File: src/include/rsem_pkg.sv
`default_nettype none
package rsem_pkg;
  // ==========================================================================
  // register map (byte addresses)
  localparam logic [7:0] ADDR_STATUS     = 8'h00; // live status word, read only
  localparam logic [7:0] ADDR_ERROR      = 8'h04; // error word, read only
  localparam logic [7:0] ADDR_PRIO       = 8'h08; // status priority mask
  localparam logic [7:0] ADDR_SETM       = 8'h0c; // status set mask
  localparam logic [7:0] ADDR_CLRM       = 8'h10; // status clear mask
  localparam logic [7:0] ADDR_AUX_PRIO1  = 8'h14; // aux 1..3 priority masks
  localparam logic [7:0] ADDR_AUX_PRIO2  = 8'h18;
  localparam logic [7:0] ADDR_AUX_PRIO3  = 8'h1c;
  localparam logic [7:0] ADDR_CTRL       = 8'h20; // bit 0 event record enable
  localparam logic [7:0] ADDR_STATE      = 8'h24; // bit 0 error state latched
  localparam logic [7:0] ADDR_IRQ_STAT   = 8'h28; // sticky events, read only
  localparam logic [7:0] ADDR_IRQ_CLR    = 8'h2c; // write one to clear
  localparam logic [7:0] ADDR_IRQ_EN     = 8'h30; // interrupt enable
  localparam logic [7:0] ADDR_EVT_WORD   = 8'h34; // last event record word
  localparam logic [7:0] ADDR_EVT_INFO   = 8'h38; // last event record kind

  // ==========================================================================
  // field positions and reset values
  localparam int          ST_SUMMARY_BIT = 0;
  localparam int          ST_AUX1_BIT    = 31;
  localparam int          ST_AUX2_BIT    = 30;
  localparam int          ST_AUX3_BIT    = 29;
  localparam int          IRQ_ERROR_BIT  = 0;
  localparam int          IRQ_EVENT_BIT  = 1;
  localparam logic [31:0] MASK_RESET     = 32'h0000_0000;
  localparam logic        EVT_EN_RESET   = 1'b1;

  // event record kinds
  localparam logic [1:0]  EVK_ERROR      = 2'h0;
  localparam logic [1:0]  EVK_SET        = 2'h1;
  localparam logic [1:0]  EVK_CLEAR      = 2'h2;

  // ==========================================================================
  // indicator timing
  localparam int CLK_HZ       = 200_000_000;
  localparam int BLINK_MS     = 500;  // normal green half period
  localparam int FLASH_ON_MS  = 500;
  localparam int FLASH_OFF_MS = 250;
  localparam int PAUSE_MS     = 1000;
  localparam int BLINK_CYC    = CLK_HZ / 1000 * BLINK_MS;
  localparam int FLASH_ON_CYC = CLK_HZ / 1000 * FLASH_ON_MS;
  localparam int FLASH_OFF_CYC = CLK_HZ / 1000 * FLASH_OFF_MS;
  localparam int PAUSE_CYC    = CLK_HZ / 1000 * PAUSE_MS;

  // indicator colour codes on the LED port
  localparam logic [1:0] LED_OFF    = 2'h0;
  localparam logic [1:0] LED_GREEN  = 2'h1;
  localparam logic [1:0] LED_RED    = 2'h2;
  localparam logic [1:0] LED_YELLOW = 2'h3;

  typedef enum logic [1:0] {
    RSEM_ON    = 2'b00,
    RSEM_OFF   = 2'b01,
    RSEM_PAUSE = 2'b10
  } rsem_led_t;
endpackage : rsem_pkg
`default_nettype wire

File: src/core/rsem_top.sv
// Design decisions made here: the APB interface to the registers and the register offsets.
`default_nettype none
// Notes on behaviour
// - error strobe stays low while no error state is latched.
// - a non-fatal condition sets its status bit; operation stays normal.
// - status bits follow the live condition and clear when it ends; bit 0 stays set while error state is latched.
// - a fatal cause sets its error bit and status bit 0 as summary.
// - error state drives strobe high and indicator to red/yellow code.
// - entering error state emits an event record naming the cause.
// - error state halts tracking; commands and messages keep going.
// - error state stays latched until reset, which the host must give.
// - priority-masked active status bits enter error state like error bits, but set no error-word bit.
// - masked aux bits set their status summary bit, no error state unless prio also masks that summary bit.
// - records on rising bits with set mask, falling bits with clear mask.
// - event record output can be disabled wholly, errors included.
// - after reset event record output is enabled.
// - current status word goes out with every message header and report.
// - 32-bit error word, no masks, any set bit emits a record.
// - status bits 31..29 are OR of their own status condition and masked aux 1..3 active bits.
// - six-flash code, kind then five-bit lowest bit, then one-second pause.
module rsem_top #(
  parameter int BLINK_CYC     = rsem_pkg::BLINK_CYC,
  parameter int FLASH_ON_CYC  = rsem_pkg::FLASH_ON_CYC,
  parameter int FLASH_OFF_CYC = rsem_pkg::FLASH_OFF_CYC,
  parameter int PAUSE_CYC     = rsem_pkg::PAUSE_CYC
) (
  // clock and reset
  input  wire logic        CLK,
  input  wire logic        RESET,
  // apb slave
  input  wire logic        PSEL,
  input  wire logic        PENABLE,
  input  wire logic        PWRITE,
  input  wire logic [7:0]  PADDR,
  input  wire logic [31:0] PWDATA,
  output logic      [31:0] PRDATA,
  output logic             PREADY,
  output logic             PSLVERR,
  // condition inputs from the receiver, same clock
  input  wire logic [31:0] STATUS_COND,
  input  wire logic [31:0] FATAL_COND,
  input  wire logic [31:0] AUX1_COND,
  input  wire logic [31:0] AUX2_COND,
  input  wire logic [31:0] AUX3_COND,
  // message side
  output logic      [31:0] HEADER_STATUS,
  output logic             EVENT_VALID,
  output logic      [1:0]  EVENT_KIND,
  output logic      [31:0] EVENT_WORD,
  output logic             TRACK_ENABLE,
  output logic             ANTENNA_POWER,
  output logic             RF_ENABLE,
  // strobe, indicator and interrupt
  output logic             ERROR_STROBE,
  output logic      [1:0]  LED,
  output logic             IRQ
);

  // ==========================================================================
  // apb decode
  logic        wr_en;
  logic        wr_prio, wr_setm, wr_clrm, wr_aux1, wr_aux2, wr_aux3;
  logic        wr_ctrl, wr_iclr, wr_ien;
  logic        addr_ok;
  assign wr_en   = PSEL && PENABLE && PWRITE;
  assign wr_prio = wr_en && (PADDR == rsem_pkg::ADDR_PRIO);
  assign wr_setm = wr_en && (PADDR == rsem_pkg::ADDR_SETM);
  assign wr_clrm = wr_en && (PADDR == rsem_pkg::ADDR_CLRM);
  assign wr_aux1 = wr_en && (PADDR == rsem_pkg::ADDR_AUX_PRIO1);
  assign wr_aux2 = wr_en && (PADDR == rsem_pkg::ADDR_AUX_PRIO2);
  assign wr_aux3 = wr_en && (PADDR == rsem_pkg::ADDR_AUX_PRIO3);
  assign wr_ctrl = wr_en && (PADDR == rsem_pkg::ADDR_CTRL);
  assign wr_iclr = wr_en && (PADDR == rsem_pkg::ADDR_IRQ_CLR);
  assign wr_ien  = wr_en && (PADDR == rsem_pkg::ADDR_IRQ_EN);
  // unmapped or unaligned accesses answer with an error and change nothing
  assign addr_ok = (PADDR[1:0] == 2'h0) && (PADDR <= rsem_pkg::ADDR_EVT_INFO);
  assign PREADY  = 1'b1;  // zero wait states
  assign PSLVERR = PSEL && PENABLE && !addr_ok;

  // ==========================================================================
  // configuration registers
  logic [31:0] prio, setm, clrm, aux_prio1, aux_prio2, aux_prio3, irq_en;
  logic        evt_en;
  // masks all default clear, so factory behaviour is plain status
  // writes land on the access edge; the slave never stretches a transfer
  always_ff @(posedge CLK or posedge RESET) begin
    if (RESET) begin
      prio      <= rsem_pkg::MASK_RESET;
      setm      <= rsem_pkg::MASK_RESET;
      clrm      <= rsem_pkg::MASK_RESET;
      aux_prio1 <= rsem_pkg::MASK_RESET;
      aux_prio2 <= rsem_pkg::MASK_RESET;
      aux_prio3 <= rsem_pkg::MASK_RESET;
      irq_en    <= rsem_pkg::MASK_RESET;
      evt_en    <= rsem_pkg::EVT_EN_RESET;
    end else begin
      if (wr_prio) prio <= PWDATA;
      if (wr_setm) setm <= PWDATA;
      if (wr_clrm) clrm <= PWDATA;
      if (wr_aux1) aux_prio1 <= PWDATA;
      if (wr_aux2) aux_prio2 <= PWDATA;
      if (wr_aux3) aux_prio3 <= PWDATA;
      if (wr_ien) irq_en <= PWDATA;
      if (wr_ctrl) evt_en <= PWDATA[0];
    end
  end

  // ==========================================================================
  // status and error words
  logic [31:0] live_status;
  logic        aux1_hit, aux2_hit, aux3_hit;
  logic        err_now;
  logic        err_state;
  logic [31:0] err_word;
  logic [31:0] status_word;
  assign aux1_hit = |(AUX1_COND & aux_prio1);
  assign aux2_hit = |(AUX2_COND & aux_prio2);
  assign aux3_hit = |(AUX3_COND & aux_prio3);
  // live bits, not latched; aux summaries overlaid, error summary added in the registered word
  always_comb begin
    live_status = STATUS_COND;
    live_status[rsem_pkg::ST_AUX1_BIT] = STATUS_COND[rsem_pkg::ST_AUX1_BIT] | aux1_hit;
    live_status[rsem_pkg::ST_AUX2_BIT] = STATUS_COND[rsem_pkg::ST_AUX2_BIT] | aux2_hit;
    live_status[rsem_pkg::ST_AUX3_BIT] = STATUS_COND[rsem_pkg::ST_AUX3_BIT] | aux3_hit;
  end
  // aux summaries take part in the priority test only through their own mask bit
  assign err_now = (|FATAL_COND) || (|(live_status & prio));

  // error word bits latch with the state so the cause survives its removal
  always_ff @(posedge CLK or posedge RESET) begin
    if (RESET) begin
      err_word    <= 32'h0000_0000;
      err_state   <= 1'b0;
      status_word <= 32'h0000_0000;
    end else begin
      err_word  <= err_word | FATAL_COND;
      if (err_now) err_state <= 1'b1;
      status_word <= live_status;
      if (err_now || err_state) status_word[rsem_pkg::ST_SUMMARY_BIT] <= 1'b1;
    end
  end

  // outputs that follow the latched state; only a reset brings tracking back
  assign HEADER_STATUS = status_word;
  assign ERROR_STROBE  = err_state;
  assign TRACK_ENABLE  = !err_state;
  assign ANTENNA_POWER = !err_state;
  assign RF_ENABLE     = !err_state;

  // ==========================================================================
  // event records
  logic [31:0] prev_status, prev_err;
  logic [31:0] rise, fall, err_new;
  logic        err_enter;
  logic        prev_state;
  assign rise      = status_word & ~prev_status & setm;
  assign fall      = ~status_word & prev_status & clrm;
  assign err_new   = err_word & ~prev_err;
  assign err_enter = err_state && !prev_state;
  // error records win over status ones in the same cycle
  // an error record carries the cause word; a promoted status bit names itself
  always_ff @(posedge CLK or posedge RESET) begin
    if (RESET) begin
      prev_status <= 32'h0000_0000;
      prev_err    <= 32'h0000_0000;
      prev_state  <= 1'b0;
      EVENT_VALID <= 1'b0;
      EVENT_KIND  <= rsem_pkg::EVK_ERROR;
      EVENT_WORD  <= 32'h0000_0000;
    end else begin
      prev_status <= status_word;
      prev_err    <= err_word;
      prev_state  <= err_state;
      EVENT_VALID <= 1'b0;
      if (evt_en && ((|err_new) || err_enter)) begin
        EVENT_VALID <= 1'b1;
        EVENT_KIND  <= rsem_pkg::EVK_ERROR;
        EVENT_WORD  <= (|err_word) ? err_word : (status_word & prio);
      end else if (evt_en && (|rise)) begin
        EVENT_VALID <= 1'b1;
        EVENT_KIND  <= rsem_pkg::EVK_SET;
        EVENT_WORD  <= rise;
      end else if (evt_en && (|fall)) begin
        EVENT_VALID <= 1'b1;
        EVENT_KIND  <= rsem_pkg::EVK_CLEAR;
        EVENT_WORD  <= fall;
      end
    end
  end

  // ==========================================================================
  // interrupt status: set wins over clear
  logic [1:0] irq_stat;
  logic [1:0] irq_set;
  assign irq_set = {EVENT_VALID, err_enter};
  always_ff @(posedge CLK or posedge RESET) begin
    if (RESET) irq_stat <= 2'h0;
    else irq_stat <= (irq_stat & ~(wr_iclr ? PWDATA[1:0] : 2'h0)) | irq_set;
  end
  assign IRQ = |(irq_stat & irq_en[1:0]);

  // ==========================================================================
  // read mux
  logic [31:0] rd;
  assign rd = (PADDR == rsem_pkg::ADDR_STATUS)    ? status_word :
              (PADDR == rsem_pkg::ADDR_ERROR)     ? err_word :
              (PADDR == rsem_pkg::ADDR_PRIO)      ? prio :
              (PADDR == rsem_pkg::ADDR_SETM)      ? setm :
              (PADDR == rsem_pkg::ADDR_CLRM)      ? clrm :
              (PADDR == rsem_pkg::ADDR_AUX_PRIO1) ? aux_prio1 :
              (PADDR == rsem_pkg::ADDR_AUX_PRIO2) ? aux_prio2 :
              (PADDR == rsem_pkg::ADDR_AUX_PRIO3) ? aux_prio3 :
              (PADDR == rsem_pkg::ADDR_CTRL)      ? {31'h0, evt_en} :
              (PADDR == rsem_pkg::ADDR_STATE)     ? {31'h0, err_state} :
              (PADDR == rsem_pkg::ADDR_IRQ_STAT)  ? {30'h0, irq_stat} :
              (PADDR == rsem_pkg::ADDR_IRQ_EN)    ? irq_en :
              (PADDR == rsem_pkg::ADDR_EVT_WORD)  ? EVENT_WORD :
              (PADDR == rsem_pkg::ADDR_EVT_INFO)  ? {30'h0, EVENT_KIND} :
              32'h0000_0000;
  // read data is gated to zero outside reads so the bus idles quiet
  assign PRDATA = (PSEL && !PWRITE) ? rd : 32'h0000_0000;

  // ==========================================================================
  // indicator: green blink, or six-flash code when in error
  logic [4:0]  code_bit;
  logic        code_is_err;
  logic [31:0] code_src;
  logic [31:0] led_cnt;
  logic [2:0]  flash_idx;
  logic        blink;
  rsem_pkg::rsem_led_t led_st;
  logic        flash_one;
  logic        blink_end;
  logic        on_end;
  logic        off_end;
  logic        pause_end;
  logic        last_flash;
  logic        code_start;
  assign code_is_err = |err_word;
  assign code_src    = code_is_err ? err_word : (status_word & prio);
  // lowest active bit number is the code
  // scanning downwards leaves the lowest set bit as the answer
  always_comb begin
    code_bit = 5'h00;
    for (int i = 31; i >= 0; i--) begin
      if (code_src[i]) code_bit = i[4:0];
    end
  end
  // flash 0 is the kind, flashes 1..5 are code bits msb first; red means one
  assign flash_one = (flash_idx == 3'h0) ? code_is_err : code_bit[3'h5 - flash_idx];
  // end-of-period decodes; the parameters are cut to the counter width on purpose
  assign blink_end  = led_cnt >= 32'(BLINK_CYC - 1);
  assign on_end     = led_cnt >= 32'(FLASH_ON_CYC - 1);
  assign off_end    = led_cnt >= 32'(FLASH_OFF_CYC - 1);
  assign pause_end  = led_cnt >= 32'(PAUSE_CYC - 1);
  assign last_flash = (flash_idx == 3'h5);
  // the code opens with a full first flash, whatever phase the blink was in
  assign code_start = err_now && !err_state;
  // one counter serves blink and flash timing; it restarts at every phase change
  always_ff @(posedge CLK or posedge RESET) begin
    if (RESET) begin
      led_cnt   <= 32'h0;
      flash_idx <= 3'h0;
      blink     <= 1'b1;
      led_st    <= rsem_pkg::RSEM_ON;
    end else if (!err_state) begin
      led_st    <= rsem_pkg::RSEM_ON;
      flash_idx <= 3'h0;
      if (code_start) led_cnt <= 32'h0;
      else if (blink_end) begin
        led_cnt <= 32'h0;
        blink   <= !blink;
      end else led_cnt <= led_cnt + 32'h1;
    end else begin
      led_cnt <= led_cnt + 32'h1;
      case (led_st)
        rsem_pkg::RSEM_ON: if (on_end) begin
          led_cnt <= 32'h0;
          led_st  <= rsem_pkg::RSEM_OFF;
        end
        rsem_pkg::RSEM_OFF: if (off_end) begin
          led_cnt <= 32'h0;
          if (last_flash) begin
            flash_idx <= 3'h0;
            led_st    <= rsem_pkg::RSEM_PAUSE;
          end else begin
            flash_idx <= flash_idx + 3'h1;
            led_st    <= rsem_pkg::RSEM_ON;
          end
        end
        default: if (pause_end) begin
          led_cnt <= 32'h0;
          led_st  <= rsem_pkg::RSEM_ON;
        end
      endcase
    end
  end
  assign LED = !err_state ? (blink ? rsem_pkg::LED_GREEN : rsem_pkg::LED_OFF) :
               (led_st != rsem_pkg::RSEM_ON) ? rsem_pkg::LED_OFF :
               flash_one ? rsem_pkg::LED_RED : rsem_pkg::LED_YELLOW;

endmodule : rsem_top
`default_nettype wire

File: config.mk
export PLATFORM = sky130hd
export DESIGN_NAME = rsem_top
export DESIGN_NICKNAME = d
export VERILOG_FILES = /design/src/include/rsem_pkg.sv /design/src/core/rsem_top.sv
export SDC_FILE = /design/constraint.sdc
export NUM_CORES = 1
export LEC_CHECK = 0
export BUFFER_PORTS_ARGS = -buffer_cell sky130_fd_sc_hd__clkbuf_2
export CAP_MARGIN = 15
export CELL_PAD_IN_SITES_DETAIL_PLACEMENT = 1
export CELL_PAD_IN_SITES_GLOBAL_PLACEMENT = 1
export CORE_MARGIN = 2
export CORE_UTILIZATION = 47
export CTS_BUF_LIST = sky130_fd_sc_hd__clkbuf_2
export DETAILED_ROUTE_END_ITERATION = 16
export GPL_ROUTABILITY_DRIVEN = 1
export GPL_TIMING_DRIVEN = 0
export PLACE_DENSITY = 0.8
export RECOVER_POWER = 100
export SYNTH_ARGS = -nofsm -noshare
export SYNTH_HDL_FRONTEND = slang
export SYNTH_SLANG_ARGS = --single-unit
File: constraint.sdc
create_clock -name CLK -period 16.5 [get_ports CLK]
set_input_delay 0.825 -clock CLK [delete_from_list [all_inputs] [get_ports CLK]]
set_output_delay 0.825 -clock CLK [all_outputs]
set_load 0.005 [all_outputs]
== Yosys cells after proc, flatten, opt, wreduce, memory -nomap -nowiden ==
Index checks and enable logic that the tools add are counted.
Operators by class
  $add $sub $neg: 3
  muxes and demuxes: 82
  $lt $le $gt $ge: 5
  bitwise logic cells: 23
  reductions and logical operators: 46
  equal/unequal tests: 21
Operators with widths (number)
  $mux W32: 23
  $and A32 B32 Y32: 10
  $reduce_or A32 Y1: 9
  $mux W5: 32
  $not A32 Y32: 3
  $pmux W32 S2: 1
  $eq A8 B6 Y1 const B: 7
  $add A32 B1 Y32 const B: 1
  $eq A8 B5 Y1 const B: 4
  $ge A32 B26 Y1 const B: 1
  $ge A32 B27 Y1 const B: 1
  $ge A32 B28 Y1 const B: 1
  $or A32 B32 Y32: 1
  $mux W2: 12
  $logic_and A1 B1 Y1: 19
  $eq A8 B4 Y1 const B: 2
  $mux W3: 4
  $eq A8 B3 Y1 const B: 1
  $le A8 B6 Y1 const B: 1
  $logic_not A8 Y1: 1
  $mux W1: 8
  $ne A3 B3 Y1 const B: 2
  $reduce_and A3 Y1: 2
  $logic_not A1 Y1: 5
  other kinds (21): 29
Storage, ports and cells
  register bits: 430
  word-level logic and storage cells: 202
  output and inout bits: 108
  input bits: 205

== Longest topological paths before layout ==
Gate-level depths: netlist of run 1.
  depth in word-level cells: 40
  mapped depth: 11
  depth with buffers taken out: 8

== Least setup slack after synthesis of run 1 ==
OpenSTA, ideal clock, no wires.
  path type: input to output
  from: in PADDR[3]
  to: out PRDATA[10]
  buffers on the path: 3
  data arrival time: 2.813 ns
  data required time: 15.675 ns
  slack: 12.862 ns
  cell stages on the path: 9
  cells stage by stage: clkbuf_1 -> or4b_2 -> nand2b_1 -> clkbuf_1 -> clkbuf_1 -> a21oi_1 -> a211o_1 -> o21ai_0 -> a31oi_1
On the way
  longest elaborated chain between the ends: 15
  elaborated cells between the ends (all ways): 27
  classes of those cells: 12 x eq/ne; 14 x mux; 1 x reduce/logical
Ends and longest elaborated chain
  start, declared: line rsem_top.sv:34  | input wire logic [7:0] PADDR,
  $eq A8 B6 Y1: line rsem_top.sv:217  | (PADDR == rsem_pkg::ADDR_EVT_WORD) ? EVENT_WORD :
  $mux W32: line rsem_top.sv:217
  $mux W32: line rsem_top.sv:216  | (PADDR == rsem_pkg::ADDR_IRQ_EN) ? irq_en :
  $mux W32: line rsem_top.sv:215  | (PADDR == rsem_pkg::ADDR_IRQ_STAT) ? {30'h0, irq_stat} :
  $mux W32: line rsem_top.sv:214  | (PADDR == rsem_pkg::ADDR_STATE) ? {31'h0, err_state} :
  $mux W32: line rsem_top.sv:213  | (PADDR == rsem_pkg::ADDR_CTRL) ? {31'h0, evt_en} :
  $mux W32: line rsem_top.sv:212  | (PADDR == rsem_pkg::ADDR_AUX_PRIO3) ? aux_prio3 :
  $mux W32: line rsem_top.sv:211  | (PADDR == rsem_pkg::ADDR_AUX_PRIO2) ? aux_prio2 :
  $mux W32: line rsem_top.sv:210  | (PADDR == rsem_pkg::ADDR_AUX_PRIO1) ? aux_prio1 :
  $mux W32: line rsem_top.sv:209  | (PADDR == rsem_pkg::ADDR_CLRM) ? clrm :
  $mux W32: line rsem_top.sv:208  | (PADDR == rsem_pkg::ADDR_SETM) ? setm :
  $mux W32: line rsem_top.sv:207  | (PADDR == rsem_pkg::ADDR_PRIO) ? prio :
  $mux W32: line rsem_top.sv:206  | (PADDR == rsem_pkg::ADDR_ERROR) ? err_word :
  $mux W32 *: line rsem_top.sv:205  | assign rd = (PADDR == rsem_pkg::ADDR_STATUS) ? status_word :
  $mux W32 *: line rsem_top.sv:221  | assign PRDATA = (PSEL && !PWRITE) ? rd : 32'h0000_0000;
  end, declared: line rsem_top.sv:36  | output logic [31:0] PRDATA,
Mark *: on every way between the ends. The rest lies on a longest branch, timed or not.

==> summary.md, run 1 <==
| Metric | Value |
|---|---|
| Slew Viols, Final | 340 |
| Worst EP arrival | 8.87 ns |
| Synth area leaders | dfrtp_1, mux2_2, a222oi_1 |
| Post-Route M1 WL | 37.4 mm |
| Post-synth EDFFs | 0 |
| CTS resizes | 0 |
| Leak pwr | 11.4 nW |
| Reg power frac | 53.0% |
| Logic pwr share | 9.8% |
| Max layer used | met4 |
| Ys flop type | dfrtp_1 |
| Slew HR | -321% |
| Switching part of the total power | 31.2% |
| Post-layout minimum cycle time | 9.15 ns |
| Die Area | 45,800 µm² |
| F_max | 0.109 GHz |
| DP Area | 23,100 µm² |
| TritonCTS clock tree | yes |
| Root Buffer | clkbuf_2 |
| Port Buffer Count | 310 |
| Worst Skew | 0.104 ns |
| First-pass GRT wire length | 140 mm |
| Most frequent cells in the layout | dfrtp_1, clkbuf_2, mux2_2 |
| CTS max path bufs | 3 |
| Wire per inst | 32.0 µm |
| Status | finished with violations |
| Num Clock Sinks | 430 |
| Setup violators final | 0 |
| Failing checks | max-capacitance violations, max-slew violations |
| H-tree lvl count | 3 |
| Number of global-route vias before repair | 20,939 |
| Post-route ant nets | 0 |
| Via/cell ratio | 6.55 |
| Largest area contributor in the netlist | dfrtp_1 |
| Non-filler cells, final | 3,021 |
| Synth unique cells | 83 |
| Synth async-reset ratio | 100% |
| I/O pins | 313 |
| Syn avg cell area | 11.4 µm² |
| Worst-Skew Late Latency | 1.24 ns |
| DR pass1 iterations | 9 |
| DRC | 0 |
| Core area | 43,400 µm² |
| Starting density of the core | 47.8% |
| Unrepaired setup endpoints after global routing | false |
| Detailed Place HPWL | 72.9 mm |
| Largest net degree at the start of global routing | 116 |
| Pwr dens | 85.9 nW/µm² |
| Most common cell after layout, fill and taps aside | dfrtp_1 |
| Mapped Area | 20,700 µm² |
| Layout cells sized above 1 | 28.5% |
| Psw | 0.667 mW |
| #FFs+latches synth | 430 |
| TNS Setup | 0 ns |
| Startpoint types | input port |
| CTS Buf Count | 112 |
| Die width | 214 µm |
| Hold slack final | 0.0557 ns |
| Fin. Hold Viols | 0 |
| Required time worst endpoint | 16.22 ns |
| Max cap viols | 4 |
| Synth warnings | 0 |
| Placer Congestion | 0.989 |
| Clk network pwr share | 37.2% |
| Die Ht | 214 µm |
| Critical Path Fanout Max | 115 |
| GRT overflow | 0 |
| Total track usage | 41.5% |
| Register area share after synthesis | 51.9% |
| Met2 wire length | 45.2 mm |
| Met3 wire len | 8.24 mm |
| Area grow syn2layout | 19.8% |
| Post-CTS setup buffer count | 0 |
| Final wirelength | 96.8 mm |
| Slew of the pin with the lowest slew margin | 6.31 ns |
| Rows | 76 |
| Clk slew on worst S/H paths | 0.12 ns |
| CP endpoint kind | asynchronous set/reset pin |
| VDD IR-drop max | 0.0710 mV |
| Placed cell count | 2,726 |
| Hold Path Class | in2reg |
| Starting DRT DRC Count | 2,593 |
| Area fraction of the dominant cell type after synthesis | 51.6% |
| Mapped Cells | 1,825 |
| Cell area after layout | 24,800 µm² |
| Routed vias | 19,796 |
| NumNets Final | 2,550 |
| CP Class | in2async |
| Tcrit/Tclk final | 55.5% |
| Pint | 1.47 mW |
| Initial antenna violation count | 4 |
-- cell type report --
type / count / area, µm²
Clock inverter: 41 / 230
Timing Repair Buffer: 399 / 2330
Buffer: 105 / 427
Antenna cell: 5 / 12.5
Clock buffer: 163 / 816
Multi-Input combinational cell: 1258 / 9400
Inverter: 35 / 133
Fill cell: 4891 / 18500
Tap cell: 585 / 732
Sequential cell: 430 / 10800
-- cell usage after synthesis, drive strengths merged, types with 13 or more instances --
library cell / n
a22oi: 55
xnor2: 13
nand2: 88
nand3: 25
a221oi: 21
clkbuf: 65
a222oi: 62
a21oi: 74
o21ai: 46
a22o: 20
nand4: 36
or2: 34
nor2: 117
inv: 35
nor2b: 30
xor2: 14
nor3: 19
mux2: 240
dfrtp: 428
a31oi: 50
buf: 40
nand3b: 67
o32a: 16
a211o: 26
nor4: 25
and3: 13
-- logic make-up after synthesis --
| group | after synthesis | synth area share, % |
|---|---|---|
| DFF | 430 | 51.9 |
| AOI/OAI and AO/OA | 473 | 17.3 |
| xor gates and xnor gates | 27 | 1.14 |
| and+or+nand+nor | 504 | 13.3 |
| adders and majority gates | 4 | 0.241 |
| muxes | 245 | 13.3 |
| buffers and inverters | 140 | 2.76 |
| other | 2 | 0.0362 |
-- worst max-delay path: stages --
cell and delay, ns:
dlygate4sd3_1 0.53, clkbuf_1 0.11, clkinvlp_2 2.68, clkbuf_1 4.57
-- repair_timing --
action	4_1_cts	5_1_grt
endpoints found under the setup margin	0	0
hold endpoints to repair	241	0
hold buffers	86	0
-- final timing paths --
check	startpoint	to	slack, ns	cells after the start
worst min-delay path	PWDATA[23]	setm[23]	0.06	2
worst max register to register	ERROR_STROBE	EVENT_WORD[2]	11.53	10
worst min register to register	err_word[26]	prev_err[26]	0.39	0
max in group CLK	err_word[6]	LED[0]	10.33	11
min in group asynchronous	RESET	led_cnt[11]	1.60	3
worst max-delay path	RESET	aux_prio3[20]	7.35	4
-- power groups by stage --
| stage | clock network (mW) | registers (mW) | logic [mW] |
|---|---|---|---|
| final | 0.795 | 1.13 | 0.209 |
| after global routing | 0.852 | 1.13 | 0.223 |
| after CTS | 0.786 | 1.13 | 0.211 |
| after detailed placement | 0 | 1.15 | 0.193 |
| after global placement | 0 | 1.15 | 0.186 |
| after floorplan | 0 | 1.13 | 0.0956 |
-- routing by layer --
metal / global-route usage, % / up-vias
met4: 23.3 / 0
li1: - / 8153
met1: 51.8 / 10055
met3: 9.08 / 349
met2: 67.2 / 1239
met5: 0 / -
-- stage by stage --
step	setup WS (ns)	power [mW]	util (%)
2_1_floorplan	3.70	1.22	-
3_3_place_gp	-0.827	1.33	53.1
3_5_place_dp	11.67	1.34	53.3
4_1_cts	10.73	2.12	57.7
5_1_grt	5.82	2.21	57.3
6_report	7.35	2.13	57.3
(Power assumes the default switching activity.)
==> run 2, diff against run 1 <==
- ABC_AREA: unset -> 1
- CORE_UTILIZATION: 47 -> 40
- PLACE_DENSITY: 0.8 -> 0.77
- clock period: 16.5 -> 8.36 ns (I/O delays scaled with it)
==> summary.md, run 2 <==
| Metric | Value |
|---|---|
| Hold Path Class | in2reg |
| Unrepaired setup endpoints after global routing | false |
| Die Ht | 228 µm (+6.4%) |
| TritonCTS clock tree | yes |
| Worst EP arrival | 5.45 ns (-3.42 ns) |
| Final wirelength | 98.1 mm (+1.4%) |
| Worst path slowest cell | dfrtp_1 |
| Detailed Place HPWL | 73.2 mm (+0.33%) |
| Total track usage | 37.5% (-4.0 points) |
| Layout cells sized above 1 | 14.9% (-14 points) |
| Starting density of the core | 40.2% (-7.6 points) |
| CTS resizes | 0 (unchanged) |
| CP endpoint kind | primary output |
| Final Util | 50.5% (-6.8 points) |
| DP Area | 22,700 µm² (-1.8%) |
| #FFs+latches synth | 430 (unchanged) |
| Worst-Skew Late Latency | 1.19 ns (-0.05 ns) |
| Register area share after synthesis | 53.7% (+1.8 points) |
| Routed vias | 21,654 (+9.4%) |
| Largest area contributor in the netlist | dfrtp_1 |
| Cell mode on critical path | nand2_1 |
| Mapped Cells | 2,372 (+30%) |
| Core area | 49,900 µm² (+15%) |
| Post-route ant nets | 0 (unchanged) |
| CTS Buf Count | 115 (+2.7%) |
| Area of the multi-input gates | 7910 µm² (-16%) |
| Hold endpoint | err_word[21] |
| Starting DRT DRC Count | 1,851 (-29%) |
| NumNets Final | 3,194 (+25%) |
| Placer Congestion | 0.957 (-3.2%) |
| Tcrit/Tclk final | 70.2% |
| Most common cell after layout, fill and taps aside | nand2_1 |
| Slew of the pin with the lowest slew margin | 2.33 ns (-3.99 ns) |
| Cell area after layout | 25,200 µm² (+1.3%) |
| Post-CTS setup buffer count | 0 (unchanged) |
| Non-filler cells, final | 3,749 (+24%) |
| Top-count cell post-synth | nand2_1 |
| H-tree lvl count | 3 (unchanged) |
| Slew HR | -55.0% (+270 points) |
| I/O pins | 313 (unchanged) |
| Synth unique cells | 52 (-37%) |
| Area fraction of the dominant cell type after synthesis | 53.4% (+1.8 points) |
| DR pass1 iterations | 6 (-3) |
| Largest net degree at the start of global routing | 44 (-62%) |
| Clk slew on worst S/H paths | 0.09 ns (-0.03 ns) |
| Failing checks | max-capacitance violations, max-slew violations |
| Wire per inst | 26.2 µm (-18%) |
| F_max | 0.170 GHz |
| Leak pwr | 11.2 nW (-1.5%) |
| Slew Viols, Final | 334 (-1.8%) |
| DRC | 0 (unchanged) |
| Commonest cells post-synth | nand2_1, dfrtp_1, o21ai_0 |
| First-pass GRT wire length | 146 mm (+3.8%) |
| Worst R2R End | EVENT_WORD[2] |
| Syn avg cell area | 8.45 µm² (-26%) |
| Hold path cells | 3 (+1) |
| Initial antenna violation count | 4 (unchanged) |
| Via/cell ratio | 5.78 (-12%) |
| Worst Skew | 0.105 ns (+0.000355 ns) |
| Mapped Area | 20,000 µm² (-3.3%) |
| Port Buffer Count | 311 (+0.32%) |
| Synth warnings | 0 (unchanged) |
| Worst R2R Path Depth | 12 (+2) |
| Pwr dens | 167 nW/µm² (+95%) |
| Die width | 228 µm (+6.4%) |
| CTS Hold Bufs | 168 (+95%) |
| Critical Path Fanout Max | 6 (-95%) |
| Rows | 82 (+7.9%) |
| Status | finished with violations |
| Max stage delay on crit path | 0.51 ns (-4.06 ns) |
| Synth async-reset ratio | 100% (unchanged) |
| R2r startpoint | ERROR_STROBE |
| Most frequent cells in the layout | nand2_1, dfrtp_1, clkbuf_2 |
| Worst R2R Setup Slack | 3.41 ns (-8.12 ns) |
| Placed cell count | 3,372 (+24%) |
| Num Clock Sinks | 430 (unchanged) |
| Reg area | 10,800 µm² (unchanged) |
| Die Area | 51,900 µm² (+13%) |
| Fin. Hold Viols | 0 (unchanged) |
| Dpl ws | 3.77 ns (-7.91 ns) |
| Area grow syn2layout | 25.5% |
| CTS max path bufs | 3 (unchanged) |
| Number of global-route vias before repair | 23,060 (+10%) |
| VDD IR-drop max | 0.0864 mV (+22%) |
| Startpoint types | flip-flop |
| HP Start | FATAL_COND[21] |
| CP Class | reg2out |
| Post-layout minimum cycle time | 5.87 ns |
| Post-synth EDFFs | 0 (unchanged) |
| Fill count | 6,290 (+29%) |
| Ys flop type | dfrtp_1 |
| GRT overflow | 0 (unchanged) |
| Pwr Total | 4.21 mW (+97%) |
| Setup violators final | 0 (unchanged) |
| Root Buffer | clkbuf_2 |
| Required time worst endpoint | 7.94 ns (-8.28 ns) |
| Synth area leaders | dfrtp_1, nand2_1, o21ai_0 |
| Final WS setup | 2.49 ns (-4.86 ns) |
| Max cap viols | 9 (+5) |
==> run 2: cell count changes after synthesis, sizes merged, moves of 46 or more <==
cell    delta
a222oi    -62
a22oi     -55
inv      +225
mux2     -240
nand2    +475
nand3b    -62
o21ai    +243
o22ai     +46
==> run 2: cells by family (layout without fill, tap and decap cells) <==
kind of cell	count (synthesis)	in the layout	synth area share [%]
xor gates and xnor gates	15	15	0.655
adders and majority gates	4	4	0.250
and+or+nand+nor	916	916	19.3
buffers and inverters	360	1058	6.85
AOI/OAI and AO/OA	645	645	19.2
other	2	9	0.0375
DFF	430	430	53.7
==> run 2: layer usage <==
layer | GRT usage [%] | wire (µm) | vias to the layer above
li1 | - | - | 9398
met1 | 45.7 | 38600 | 11034
met2 | 64.6 | 48600 | 967
met3 | 6.40 | 6020 | 255
met4 | 17.9 | 4870 | 0
met5 | 0 | 0 | -
==> run 2: worst max-delay path, delay by kind of cell (launching register included) <==
family,cells,cell delay [ns]
buffers and inverters,2,0.25
AOI/OAI and AO/OA,1,0.29
and+or+nand+nor,40,3.17
DFF,1,0.51
==> run 2: cell type report <==
type / instances / area share, %
Sequential cell: 430 / 42.8
Multi-Input combinational cell: 1585 / 31.4
Timing Repair Buffer: 493 / 12.7
Inverter: 263 / 3.93
Clock buffer: 184 / 3.66
Tap cell: 672 / 3.34
Buffer: 97 / 1.54
Clock inverter: 21 / 0.547
Antenna cell: 4 / 0.0398
==> run 2: how the worst max path moves through the flow <==
stage	to	from	slack, ns
floorplan	ERROR_STROBE	RESET	2.14
detailed placement	EVENT_WORD[2]	ERROR_STROBE	3.77
global route	prev_status[27]	RESET	1.83
global placement	led_cnt[7]	RESET	-0.46
finish	LED[0]	err_word[26]	2.49
CTS	LED[0]	err_word[2]	2.77
==> run 2: power breakdown <==
part | internal (mW) | switching (mW) | total, mW
clock | 0.636 | 0.961 | 1.60
combinational | 0.158 | 0.248 | 0.406
sequential | 2.14 | 0.0685 | 2.21
==> run 2: stage by stage <==
step	TNS, ns	hold WS, ns
6_report	0	0.0812
5_1_grt	0	-0.0123
4_1_cts	0	0.00446
3_5_place_dp	0	0.421
3_3_place_gp	-174.70	0.428
2_1_floorplan	0	0.394
